[config.mk]
export PLATFORM = sky130hd
export DESIGN_NAME = mcr_mac_control
export DESIGN_NICKNAME = d
export VERILOG_FILES = /design/src/design/mcr_pkg.sv /design/src/design/mcr_tx_arbiter.sv /design/src/design/mcr_mac_control.sv
export VERILOG_INCLUDE_DIRS = /design/src /design/src/design
export SDC_FILE = /design/constraint.sdc
export NUM_CORES = 1
export LEC_CHECK = 0
export BUFFER_PORTS_ARGS = -buffer_cell sky130_fd_sc_hd__buf_2
export CORE_MARGIN = 2
export CORE_UTILIZATION = 56
export CTS_BUF_LIST = sky130_fd_sc_hd__clkbuf_8
export DETAILED_ROUTE_END_ITERATION = 12
export PLACE_DENSITY = 0.95
export SLEW_MARGIN = 20
export SYNTH_ARGS = -nofsm -noshare
export SYNTH_HDL_FRONTEND = slang
export SYNTH_SLANG_ARGS = --single-unit
[constraint.sdc]
create_clock -name clock -period 8.9 [get_ports clock]
set_input_delay 0.89 -clock clock [delete_from_list [all_inputs] [get_ports clock]]
set_output_delay 0.89 -clock clock [all_outputs]
set_load 0.02 [all_outputs]
[src/design/mcr_params.svh]
`ifndef MCR_PARAMS_SVH
`define MCR_PARAMS_SVH
`define MCR_CTRL_OFFSET      8'h00
`define MCR_STATUS_OFFSET    8'h04
`define MCR_FLOW_OFFSET      8'h08
`define MCR_DUPLEX_BIT       0
`define MCR_LOOPBACK_BIT     1
`define MCR_RXBUF_FLOW_BIT   3
`define MCR_TXFLOW_BIT       4
`define MCR_MEDIA_IF_ENABLE_BIT        5
`define MCR_TX_PACING_EN_BIT       6
`define MCR_ARB_BIT          9
`define MCR_IDLE_REQ_BIT     11
`define MCR_RXFIFO_FLOW_BIT  12
`define MCR_OWNER_BIT        13
`define MCR_LEN_BLOCK_BIT    14
`define MCR_CTRL_MASK        32'h0000_7a7b
`define MCR_CTRL_RESET       32'h0000_0000
`define MCR_IDLE_STAT_BIT    31
`define MCR_FLOW_TRIG_BIT    0
`define MCR_IDLE_CYCLES      4'h4
`endif

[src/design/mcr_pkg.sv]
package mcr_pkg;
	typedef struct packed {
		logic       len_block;
		logic       owner_value;
		logic       rx_fifo_flow_en;
		logic       idle_request;
		logic       arb_fixed;
		logic       pacing_en;
		logic       media_if_enable;
		logic       duplex_select;
	} mcr_ctrl_type;

	typedef struct packed {
		logic       valid;
		logic [2:0] channel;
	} mcr_grant_type;

	typedef enum logic [2:0] {
		MCR_BUSY    = 3'b001,
		MCR_DRAIN   = 3'b010,
		MCR_IDLE    = 3'b100
	} mcr_idle_state_type;
endpackage

[src/design/mcr_tx_arbiter.sv]
`timescale 1ns/10ps
module mcr_tx_arbiter #(
	parameter int CHANNELS = 8
) (
	input  wire logic                     clock,
	input  wire logic                     rst_n,
	input  wire logic                     clk_en,
	input  wire logic                     fixed_prio,
	input  wire logic [CHANNELS-1:0]      request,
	input  wire logic                     advance,
	output mcr_pkg::mcr_grant_type        grant
);
	logic [2:0] last_q;
	logic [2:0] last_d;

	function automatic mcr_pkg::mcr_grant_type pick(input logic [CHANNELS-1:0] req,
			input logic fixed, input logic [2:0] last);
		mcr_pkg::mcr_grant_type g;
		logic [2:0] idx;
		g = '0;
		if (fixed) begin
			// Highest channel wins
			for (int i = 0; i < CHANNELS; i++) begin
				if (req[i]) begin
					g.valid = 1'b1;
					g.channel = 3'(i);
				end
			end
		end else begin
			// Rotate starting after the last served channel
			for (int k = CHANNELS; k >= 1; k--) begin
				idx = 3'((32'(last) + 32'(k)) % CHANNELS);
				if (req[idx]) begin
					g.valid = 1'b1;
					g.channel = idx;
				end
			end
		end
		return g;
	endfunction

	always_comb begin
		grant = pick(request, fixed_prio, last_q);
		last_d = last_q;
		if (advance && grant.valid) begin
			last_d = grant.channel;
		end
	end

	always_ff @(posedge clock) begin
		if (!rst_n) begin
			last_q <= 3'h7;
		end else if (clk_en) begin
			last_q <= last_d;
		end
	end
endmodule

[src/design/mcr_mac_control.sv]
// Summary of operation
// - Length-block bit set suppresses DMA writes of descriptor word three.
// - End of packet writes descriptor ownership flag with the control bit value.
// - Full duplex with FIFO flow enable and media interface enable sends pause frames on flow trigger.
// - Idle request commands idle; software polls status idle flag.
// - Arbitration bit zero selects round-robin transmit channel choice.
// - Arbitration bit one selects fixed priority, channel seven highest.
// - Transmit pacing active only while pacing enable is one.
// - Media interface enable zero holds receive and transmit paths in reset.
// - Status idle flag reads zero in reset, one a clock later while the MAC is not busy.
//
// Chosen here: the register offsets and the address-and-strobe port.
`timescale 1ns/10ps
`include "mcr_params.svh"
module mcr_mac_control #(
	parameter int CHANNELS = 8
) (
	input  wire logic                  clock,
	input  wire logic                  rst_n,
	input  wire logic                  clk_en,
	input  wire logic [7:0]            reg_addr,
	input  wire logic [31:0]           reg_wdata,
	input  wire logic                  reg_write,
	input  wire logic                  reg_read,
	output logic [31:0]                reg_rdata,
	input  wire logic                  rx_eop,
	input  wire logic                  rx_desc_len_wr_req,
	input  wire logic                  rx_flow_trigger,
	input  wire logic                  mac_busy,
	input  wire logic [CHANNELS-1:0]   tx_chan_request,
	input  wire logic                  tx_chan_advance,
	output logic                       rx_desc_len_wr_en,
	output logic                       rx_owner_wr_strobe,
	output logic                       rx_owner_wr_value,
	output logic                       pause_frame_req,
	output logic                       mac_idle,
	output logic                       tx_grant_valid,
	output logic [2:0]                 tx_grant_channel,
	output logic                       tx_pacing_active,
	output logic                       mii_rx_reset,
	output logic                       mii_tx_reset,
	output logic                       loopback_en,
	output logic                       duplex_full
);
	logic [31:0]                 ctrl_q;
	logic [31:0]                 ctrl_d;
	logic [31:0]                 rdata_q;
	logic [31:0]                 rdata_d;
	logic                        idle_q;
	logic                        idle_d;
	logic [3:0]                  drain_q;
	logic [3:0]                  drain_d;
	mcr_pkg::mcr_idle_state_type state_q;
	mcr_pkg::mcr_idle_state_type state_d;
	logic                        len_en_q;
	logic                        len_en_d;
	logic                        own_stb_q;
	logic                        own_stb_d;
	logic                        own_val_q;
	logic                        own_val_d;
	logic                        pause_q;
	logic                        pause_d;
	logic                        pace_q;
	logic                        pace_d;
	logic                        mii_rst_q;
	logic                        mii_rst_d;
	logic                        loop_q;
	logic                        loop_d;
	logic                        dup_q;
	logic                        dup_d;
	mcr_pkg::mcr_grant_type      grant_q;
	mcr_pkg::mcr_grant_type      grant_d;
	mcr_pkg::mcr_grant_type      arb_grant;
	mcr_pkg::mcr_ctrl_type       ctl;

	mcr_tx_arbiter #(
		.CHANNELS (CHANNELS)
	) mcr_tx_arbiter_inst (
		.clock      (clock),
		.rst_n      (rst_n),
		.clk_en     (clk_en),
		.fixed_prio (ctl.arb_fixed),
		.request    (tx_chan_request),
		.advance    (tx_chan_advance),
		.grant      (arb_grant)
	);

	always_comb begin
		ctl.len_block       = ctrl_q[`MCR_LEN_BLOCK_BIT];
		ctl.owner_value     = ctrl_q[`MCR_OWNER_BIT];
		ctl.rx_fifo_flow_en = ctrl_q[`MCR_RXFIFO_FLOW_BIT];
		ctl.idle_request    = ctrl_q[`MCR_IDLE_REQ_BIT];
		ctl.arb_fixed       = ctrl_q[`MCR_ARB_BIT];
		ctl.pacing_en       = ctrl_q[`MCR_TX_PACING_EN_BIT];
		ctl.media_if_enable = ctrl_q[`MCR_MEDIA_IF_ENABLE_BIT];
		ctl.duplex_select   = ctrl_q[`MCR_DUPLEX_BIT];
	end

	// Register file
	always_comb begin
		ctrl_d = ctrl_q;
		rdata_d = 32'h0000_0000;
		if (reg_write && reg_addr == `MCR_CTRL_OFFSET) begin
			// Reserved bits dropped so they always read zero
			ctrl_d = reg_wdata & `MCR_CTRL_MASK;
		end
		if (reg_read) begin
			case (reg_addr)
				`MCR_CTRL_OFFSET: begin
					rdata_d = ctrl_q;
				end
				`MCR_STATUS_OFFSET: begin
					rdata_d[`MCR_IDLE_STAT_BIT] = mac_idle;
				end
				`MCR_FLOW_OFFSET: begin
					rdata_d[`MCR_FLOW_TRIG_BIT] = rx_flow_trigger;
				end
				default: begin
					rdata_d = 32'h0000_0000;
				end
			endcase
		end
	end

	// Idle sequencing; idle shows once traffic is quiet, and the drain must end before idle holds while busy
	always_comb begin
		state_d = state_q;
		drain_d = drain_q;
		case (state_q)
			mcr_pkg::MCR_BUSY: begin
				if (ctl.idle_request) begin
					state_d = mcr_pkg::MCR_DRAIN;
					drain_d = `MCR_IDLE_CYCLES;
				end
			end
			mcr_pkg::MCR_DRAIN: begin
				if (!ctl.idle_request) begin
					state_d = mcr_pkg::MCR_BUSY;
				end else if (mac_busy) begin
					drain_d = `MCR_IDLE_CYCLES;
				end else if (drain_q == 4'h0) begin
					state_d = mcr_pkg::MCR_IDLE;
				end else begin
					drain_d = drain_q - 4'h1;
				end
			end
			mcr_pkg::MCR_IDLE: begin
				if (!ctl.idle_request) begin
					state_d = mcr_pkg::MCR_BUSY;
				end
			end
			default: begin
				state_d = mcr_pkg::MCR_BUSY;
			end
		endcase
		// Quiet traffic also counts, so the flag rises one clock after reset
		idle_d = (state_d == mcr_pkg::MCR_IDLE) || !mac_busy;
	end

	// Flop keeps the flag low through reset and glitch free on the status word
	assign mac_idle = idle_q;

	// Datapath controls
	always_comb begin
		len_en_d  = rx_desc_len_wr_req && !ctl.len_block;
		own_stb_d = rx_eop;
		own_val_d = ctl.owner_value;
		pause_d   = rx_flow_trigger && ctl.rx_fifo_flow_en
			&& (ctl.duplex_select || ctrl_q[`MCR_LOOPBACK_BIT]) && ctl.media_if_enable;
		pace_d    = ctl.pacing_en;
		mii_rst_d = !ctl.media_if_enable;
		loop_d    = ctrl_q[`MCR_LOOPBACK_BIT];
		dup_d     = ctl.duplex_select || ctrl_q[`MCR_LOOPBACK_BIT];
		grant_d   = arb_grant;
	end

	always_ff @(posedge clock) begin
		if (!rst_n) begin
			ctrl_q    <= `MCR_CTRL_RESET;
			rdata_q   <= 32'h0000_0000;
			idle_q    <= 1'b0;
			drain_q   <= 4'h0;
			state_q   <= mcr_pkg::MCR_BUSY;
			len_en_q  <= 1'b0;
			own_stb_q <= 1'b0;
			own_val_q <= 1'b0;
			pause_q   <= 1'b0;
			pace_q    <= 1'b0;
			mii_rst_q <= 1'b1;
			loop_q    <= 1'b0;
			dup_q     <= 1'b0;
			grant_q   <= '0;
		end else if (clk_en) begin
			ctrl_q    <= ctrl_d;
			rdata_q   <= rdata_d;
			idle_q    <= idle_d;
			drain_q   <= drain_d;
			state_q   <= state_d;
			len_en_q  <= len_en_d;
			own_stb_q <= own_stb_d;
			own_val_q <= own_val_d;
			pause_q   <= pause_d;
			pace_q    <= pace_d;
			mii_rst_q <= mii_rst_d;
			loop_q    <= loop_d;
			dup_q     <= dup_d;
			grant_q   <= grant_d;
		end
	end

	assign reg_rdata          = rdata_q;
	assign rx_desc_len_wr_en  = len_en_q;
	assign rx_owner_wr_strobe = own_stb_q;
	assign rx_owner_wr_value  = own_val_q;
	assign pause_frame_req    = pause_q;
	assign tx_grant_valid     = grant_q.valid;
	assign tx_grant_channel   = grant_q.channel;
	assign tx_pacing_active   = pace_q;
	assign mii_rx_reset       = mii_rst_q;
	assign mii_tx_reset       = mii_rst_q;
	assign loopback_en        = loop_q;
	assign duplex_full        = dup_q;
endmodule

# Word level (Yosys, flattened, before mapping)
# Index checks and enable logic that the tools add are counted.
# word_totals
elab_cells,107
inputBits,58
register_bits,66
out_inout_bits,46
# op_classes
n_lt_le_gt_ge,8
n_addsub,9
eq_ne,9
muxes,48
n_reduce_logical,17
# op_table
operator,n
4-bit two-way mux,21
"3-bit by 4-bit less-than comparator with 1-bit output, second input constant",8
32-bit two-way mux,1
1-bit binary-select mux with 3-bit select,8
3-bit two-way mux,5
14-bit two-way mux,1
"3-bit adder, second input constant",4
1-bit two-way mux,9
3-bit case mux with 3 select lines,1
"8-bit by 3-bit equality test with 1-bit output, second input constant",1
"8-bit by 4-bit equality test with 1-bit output, second input constant",1
8-bit zero test,1
4-bit case mux with 2 select lines,1
"3-bit by 1-bit adder with 3-bit output, second input constant",2
"3-bit by 2-bit adder with 3-bit output, second input constant",2
"3-bit equality test, second input constant",2
1-bit logical AND,6
5-bit AND reduction,1
4-bit zero test,1
"2-bit inequality test, second input constant",2
2-bit AND reduction,2
"4-bit by 1-bit subtractor with 4-bit output, second input constant",1
"3-bit by 1-bit equality test with 1-bit output, second input constant",1
"3-bit by 2-bit equality test with 1-bit output, second input constant",1
5 further kinds,8

# Logic depth before layout (Yosys ltp)
# Gate-level depths: netlist of run 1.
# depth
ltp_word,14
ltp_mapped,12
mapped_depth_nobuf,9

# Modules after synthesis
# A second synthesis of run 1 with hierarchy kept.
# hier_totals
hier_cells,338
area_unflattened_um2,3164.3
# by_module_without_submodules
module,seq_area_each_um2,instances,area_each_um2,cells_each
mcr_mac_control,860.8,1,2023.2,204
mcr_tx_arbiter,60.1,1,1141.1,134

# Worst setup path before layout of run 1
# No wires, ideal clock.
# synth_timing
kind,register to register
startpoint,reg mcr_tx_arbiter_inst.last_q[1]
endpoint,reg mcr_tx_arbiter_inst.last_q[1]
path_slack_ns,5.986
arrival_ns,2.782
required_ns,8.768
n_path_buf,3
period_less_slack_ns,2.914
setup_ns,0.132
path_stages_with_launch,12
path_cell_list,dfxtp_1 -> buf_2 -> buf_2 -> inv_1 -> ha_1 -> buf_6 -> mux4_2 -> mux2_4 -> and2_0 -> o32a_1 -> a211oi_2 -> o21ai_1
# synth_between
elab_chain_cells,14
elab_cells_between_ends,35
cone_classes,add/sub: 8; mux: 25; reduce/logical: 2
# synth_lines
element,line,source
start: declaration,mcr_tx_arbiter.sv:13,logic [2:0] last_q;
start signal: assignment,mcr_tx_arbiter.sv:54,last_q <= last_d;
3-bit by 1-bit adder with 3-bit output,mcr_tx_arbiter.sv:32,idx = 3'((32'(last) + 32'(k)) % CHANNELS);
1-bit binary-select mux with 3-bit select,mcr_tx_arbiter.sv:33,if (req[idx]) begin
1-bit two-way mux (implied by the code),mcr_tx_arbiter.sv:33,
4-bit two-way mux (7 in series),mcr_tx_arbiter.sv:33,
4-bit two-way mux *,mcr_tx_arbiter.sv:33,
4-bit two-way mux *,mcr_tx_arbiter.sv:21,if (fixed) begin
1-bit logical AND,mcr_tx_arbiter.sv:45,if (advance && grant.valid) begin
2-bit AND reduction (no line),n/a,
# Every way passes the cells marked *; elsewhere a longest branch is shown, timed or not. The select of a mux whose other input is x is not followed.
# A chain may end at the register's enable or synchronous reset.

# Worst setup path in the final report of run 1
# Same ends and word-level chain as after synthesis.

==> results.tsv, run 1 <==
metric	value	unit
synth.top_cell.area_share	31.5	%
synth-edff-count	0	
fin_crit	3.55	ns
die_w	76.3	um
p_leak	0.00135	uW
worst_skew_pair.late_latency	0.30	ns
nets	449	
crit_fanout	19	
fillers	387	
final_common_cell	buf_2	
fin_crit_sh	39.9	%
worst_pin_slew	0.999	ns
synth.avg_cell_area	8.64	um2
status	complete, no violations	
synthesis.area	2930	um2
crit_start	mcr_tx_arbiter_inst.last_q[1]	
syn2layout_area_growth	11.6	%
crit_path_end_kind	flop	
antenna_found_initial	0	
clk_path_buf_depth	2	
power	591	uW
fin_cells	458	
dr.pass1.iters	4	
startpoint_type	flop	
dpl.hpwl	5130	um
drive_above_1_share	24.2	%
fin_skew	0.0109	ns
synth-async-reset-ratio	0	%
setup-violations-final	0	
wl	7150	um
grt_usage	24.3	%
slew_headroom	33.0	%
cts.sinks	46	
ys_ff_latch	46	
ctsHoldBuffers	0	
hp-start	rx_desc_len_wr_en	
path_clk_slew	0.09	ns
cts_max_level	2	
diodes	0	
start_util	57.7	%
arrival	3.75	ns
root_buffer	clkbuf_8	
core	5070	um2
synthTopCellsByArea	dfxtp_1, mux2i_1, mux4_2	
yosysWarningCount	0	
gp_congestion	0.969	
die_area	5820	um2
grt_overflow	0	
worstPathRequired	9.09	ns
via_per_inst	5.98	
dp.cells	451	
powerDensity	181	nW/um2
post_cts_buffers	0	
grt_pass1_vias	2618	
vias	2741	
fin_area	3270	um2
numCtsBuffers	5	
post_cts_resize_count	0	
routedWlPerCell	15.6	um
yosysTopAreaCell	dfxtp_1	
mostFrequentLayoutCells	buf_2, nor2_1, dfxtp_1	
drv_cap	0	
die_height	76.3	um
rows	26	
ioPinCount	104	
rsz0062_at_grt	no	
regToRegStartpoint	mcr_tx_arbiter_inst.last_q[1]	
grt_pass1_wl	11700	um
hold_viol	0	
yosysSeqAreaShare	31.5	%
maxSlewViolCount	0	
peakVddDrop	0.214	mV
synthFlopType	dfxtp_1	
ant_nets	0	
grt_max_degree	39	
critPathKind	reg -> reg	
cts_tree	built	
synth_cell_type_count	56	
fmax	281	MHz
place_area	3150	um2
tns	0	ns
io_buffers	62	
initialDrtViolationCount	289	
syn_inst	339	
drc	0	
min_path_type	reg -> reg	
## synthesized netlist by cell type, types with 4 or more instances
master and number:
a211oi_1 4, a21oi_1 21, a22oi_1 11, buf_2 8
buf_4 22, clkbuf_1 8, dfxtp_1 46, inv_1 9
mux2i_1 29, mux4_2 12, nand2_1 18, nand2b_1 6
nor2_1 58, nor3_1 13, o21ai_0 8, o21ai_1 5
xnor2_1 4
## power by group
group | internal (uW) | switching, uW | leakage, uW | total (uW)
clock network | 89.8 | 67.4 | 0.0000573 | 157
registers | 212 | 16.2 | 0.000373 | 228
logic | 87.9 | 118 | 0.000924 | 206
total | 390 | 202 | 0.00135 | 591
## cell families (layout without fill, tap and decap cells)
family / count (synthesis) / after routing / share of synthesized area (%)
adders and majority gates: 3 / 3 / 1.28
other: 1 / 20 / 0.128
buffers and inverters: 51 / 81 / 9.96
xor gates and xnor gates: 5 / 5 / 1.50
AOI/OAI and AO/OA: 73 / 73 / 16.6
and+or+nand+nor: 116 / 116 / 18.7
DFF: 46 / 46 / 31.5
muxes: 44 / 44 / 20.4
## state kept, by name, indices dropped and copies added (netlist names), 3 cells and up
| signal | count |
|---|---|
| drain_q | 4 |
| mcr_tx_arbiter_inst.last_q | 3 |
| ctrl_q | 11 |
| reg_rdata | 12 |
| state_q | 3 |
| tx_grant_channel | 3 |
## layer usage
metal	global-route usage [%]	wire, um	vias up
met3	7.11	716	21
met4	10.9	172	0
met2	41.1	3520	157
met1	28.5	2740	1283
li1	-	-	1280
met5	0	0	-
## path summary, 6_finish.rpt
check / to / slack, ns / cells past startpoint
worst max-delay path: mcr_tx_arbiter_inst.last_q[1] / 5.35 / 8
worst min-delay path: rx_desc_len_wr_en / 0.46 / 2
worst max register to register: mcr_tx_arbiter_inst.last_q[1] / 5.35 / 8
worst min register to register: rx_desc_len_wr_en / 0.46 / 2
## cell type report
class                      count  area [um2]  share of cell area [%]
multi-input combinational    261        1790                    54.7
sequential                    46         921                    28.2
timing repair buffer          63         318                    9.73
tap                           70        87.6                    2.68
clock buffer                   6        82.6                    2.53
inverter                      11        41.3                    1.26
clock inverter                 1        30.0                   0.919
## critical path, cell delays in order (launching register included)
cell and delay [ns]:
dfxtp_1 0.87, inv_1 0.28, ha_1 0.59, mux4_2 0.64, mux2_4 0.32, and2_0 0.16, o32a_1 0.31, a211oi_2 0.19
o21ai_1 0.08
## through the flow
stage | hold slack [ns] | utilization [%] | setup slack [ns]
floorplan | 0.461 | - | 5.99
global placement | 0.446 | 62.2 | 5.49
detailed placement | 0.453 | 62.2 | 5.41
CTS | 0.463 | 64.4 | 5.39
global route | 0.508 | 64.4 | 5.15
finish | 0.459 | 64.4 | 5.35
No activity file was read; power rests on OpenSTA's default activity.
==> run 2, diff against run 1 <==
--- a/config.mk
+++ b/config.mk
@@ -8,10 +8,10 @@
 export LEC_CHECK = 0
 export BUFFER_PORTS_ARGS = -buffer_cell sky130_fd_sc_hd__buf_2
 export CORE_MARGIN = 2
-export CORE_UTILIZATION = 56
+export CORE_UTILIZATION = 47
 export CTS_BUF_LIST = sky130_fd_sc_hd__clkbuf_8
 export DETAILED_ROUTE_END_ITERATION = 12
-export PLACE_DENSITY = 0.95
+export PLACE_DENSITY = 0.9
 export SLEW_MARGIN = 20
 export SYNTH_ARGS = -nofsm -noshare
 export SYNTH_HDL_FRONTEND = slang
==> constraint.sdc (replaced) <==
create_clock -name clock -period 3 [get_ports clock]
set_input_delay 0.3 -clock clock [delete_from_list [all_inputs] [get_ports clock]]
set_output_delay 0.3 -clock clock [all_outputs]
set_load 0.02 [all_outputs]
==> run 2 against run 1 <==
Net effect: routed wire length shrank 1.1%; non-clock buffer count up 5; combinational power increased to 3.1 times the previous value; largest cell class unchanged; hold slack lost 0.23 ns; largest power group unchanged.
==> results.tsv, run 2 (synthesized netlist as in run 1, its figures left out) <==
metric	value	unit	change
vias	2763		was 2741
peakVddDrop	0.405	mV	was 0.214 mV
regToRegStartpoint	mcr_tx_arbiter_inst.last_q[1]		unchanged
start_util	49.2	%	was 57.7%
syn2layout_area_growth	12.4	%	was 11.6%
fin_skew	0.00441	ns	was 0.0109 ns
gp_congestion	0.954		was 0.969
fillers	517		was 387
grt_pass1_vias	2602		was 2618
status	complete, no violations		unchanged
dpl.hpwl	5160	um	was 5130 um
diodes	0		unchanged
worst_pin_slew	0.797	ns	was 0.999 ns
rsz0062_at_grt	no		unchanged
critPathKind	reg -> reg		unchanged
root_buffer	clkbuf_8		unchanged
drive_above_1_share	25.1	%	was 24.2%
fmax	359	MHz	was 281 MHz
hp-start	reg_wdata[9]		was rx_desc_len_wr_en
grt_usage	20.5	%	was 24.3%
drv_cap	0		unchanged
path_delay_family	multiplexers		unchanged
whs_endpoint	ctrl_q[9]		was rx_desc_len_wr_en
core	5960	um2	was 5070 um2
p_leak	0.00138	uW	was 0.00135 uW
crit_chain	inv_1 > ha_1 > mux4_2 > mux2_4 > and2_0 > o32a_1 > a211oi_2 > o21ai_1		unchanged
mostFrequentLayoutCells	buf_2, nor2_1, dfxtp_1		unchanged
numCtsBuffers	5		unchanged
place_area	3200	um2	was 3150 um2
die_area	6880	um2	was 5820 um2
slowest_delay	0.63	ns	was 0.87 ns
worstPathRequired	3.19	ns	was 9.09 ns
min_path_type	in -> reg		was reg -> reg
die_height	82.9	um	was 76.3 um
setup-violations-final	0		unchanged
ioPinCount	104		unchanged
rows	28		was 26
holdWs	0.224	ns	was 0.459 ns
grt_pass1_wl	11800	um	was 11700 um
startpoint_type	flop		unchanged
hold_viol	0		unchanged
cts.sinks	46		unchanged
largest_register_ffs	12		unchanged
post_cts_resize_count	0		unchanged
cts_tree	built		unchanged
post_cts_buffers	0		unchanged
ctsHoldBuffers	0		unchanged
final_common_cell	buf_2		unchanged
tns	0	ns	unchanged
powerDensity	510	nW/um2	was 181 nW/um2
ant_nets	0		unchanged
whs_path_depth	3		was 2
antenna_found_initial	0		unchanged
clk_path_buf_depth	2		unchanged
reg2reg_to	mcr_tx_arbiter_inst.last_q[1]		unchanged
post-place-ws	0.241	ns	was 5.41 ns
via_per_inst	5.89		was 5.98
grt_overflow	0		unchanged
multiInputGateArea	1790	um2	unchanged
drc	0		unchanged
dr.pass1.iters	5		was 4
slowest_stage	mux4_2		was dfxtp_1
path_buf_inv	1		unchanged
die_w	82.9	um	was 76.3 um
path_clk_slew	0.08	ns	was 0.09 ns
r2r.worst_path.cells	8		unchanged
io_buffers	62		unchanged
routedWlPerCell	15.1	um	was 15.6 um
crit_path_end_kind	flop		unchanged
maxSlewViolCount	0		unchanged
worst_skew_pair.late_latency	0.30	ns	about the same
fin_area	3290	um2	was 3270 um2
reg2reg_setup_slack	0.21	ns	was 5.35 ns
initialDrtViolationCount	236		was 289
arrival	2.97	ns	was 3.75 ns
crit_fanout	10		was 19
slew_headroom	46.7	%	was 33.0%
fin_crit	2.79	ns	was 3.55 ns
setup_slack	0.214	ns	was 5.35 ns
final_util	55.2	%	was 64.4%
wl	7070	um	was 7150 um
fin_crit_sh	92.9	%	was 39.9%
seqCellArea	921	um2	unchanged
grt_max_degree	29		was 39
cts_max_level	2		unchanged
nets	454		was 449
[run 2: worst max-delay path by stage]
stage | slack [ns] | from | cells past startpoint | end
2_1_floorplan | 0.09 | mcr_tx_arbiter_inst.last_q[1] | 11 | mcr_tx_arbiter_inst.last_q[1]
3_3_place_gp | 0.31 | mcr_tx_arbiter_inst.last_q[0] | 8 | mcr_tx_arbiter_inst.last_q[1]
3_5_place_dp | 0.24 | mcr_tx_arbiter_inst.last_q[1] | 8 | mcr_tx_arbiter_inst.last_q[1]
4_1_cts | 0.23 | mcr_tx_arbiter_inst.last_q[1] | 8 | mcr_tx_arbiter_inst.last_q[1]
5_1_grt | 0.02 | mcr_tx_arbiter_inst.last_q[1] | 9 | tx_grant_channel[2]
6_report | 0.21 | mcr_tx_arbiter_inst.last_q[1] | 8 | mcr_tx_arbiter_inst.last_q[1]
[run 2: final cells by class]
cell class | count | share of cell area, %
Tap cell | 75 | 2.85
Sequential cell | 46 | 28.0
Timing Repair Buffer | 68 | 10.8
Clock buffer | 6 | 2.51
Clock inverter | 2 | 0.266
Multi-Input combinational cell | 261 | 54.3
Inverter | 11 | 1.26
[run 2: layer usage]
metal  GRT usage, %  vias up  part of all wire [%]
met5              0        -                     0
met4           7.90        0                   2.1
met3           6.46       19                   9.5
met2           35.4      145                    49
met1           23.6     1306                    39
li1               -     1293                     -
[run 2: worst register-to-register path, cell delays in order (launching register included)]
cell and delay [ns]:
dfxtp_1 0.34, inv_1 0.10, ha_1 0.52, mux4_2 0.63
mux2_4 0.32, and2_0 0.16, o32a_1 0.31, a211oi_2 0.19
o21ai_1 0.10
[run 2: through the flow]
step / power, uW / cells
floorplan: 1180 / 358
global placement: 1270 / 461
detailed placement: 1290 / 461
CTS: 1680 / 469
global route: 1770 / 469
finish: 1680 / 469
[run 2: power breakdown]
part / switching, uW / total, uW / internal, uW
clock: 206 / 389 / 183
sequential: 18.2 / 648 / 629
combinational: 374 / 642 / 268
total: 599 / 1680 / 1080
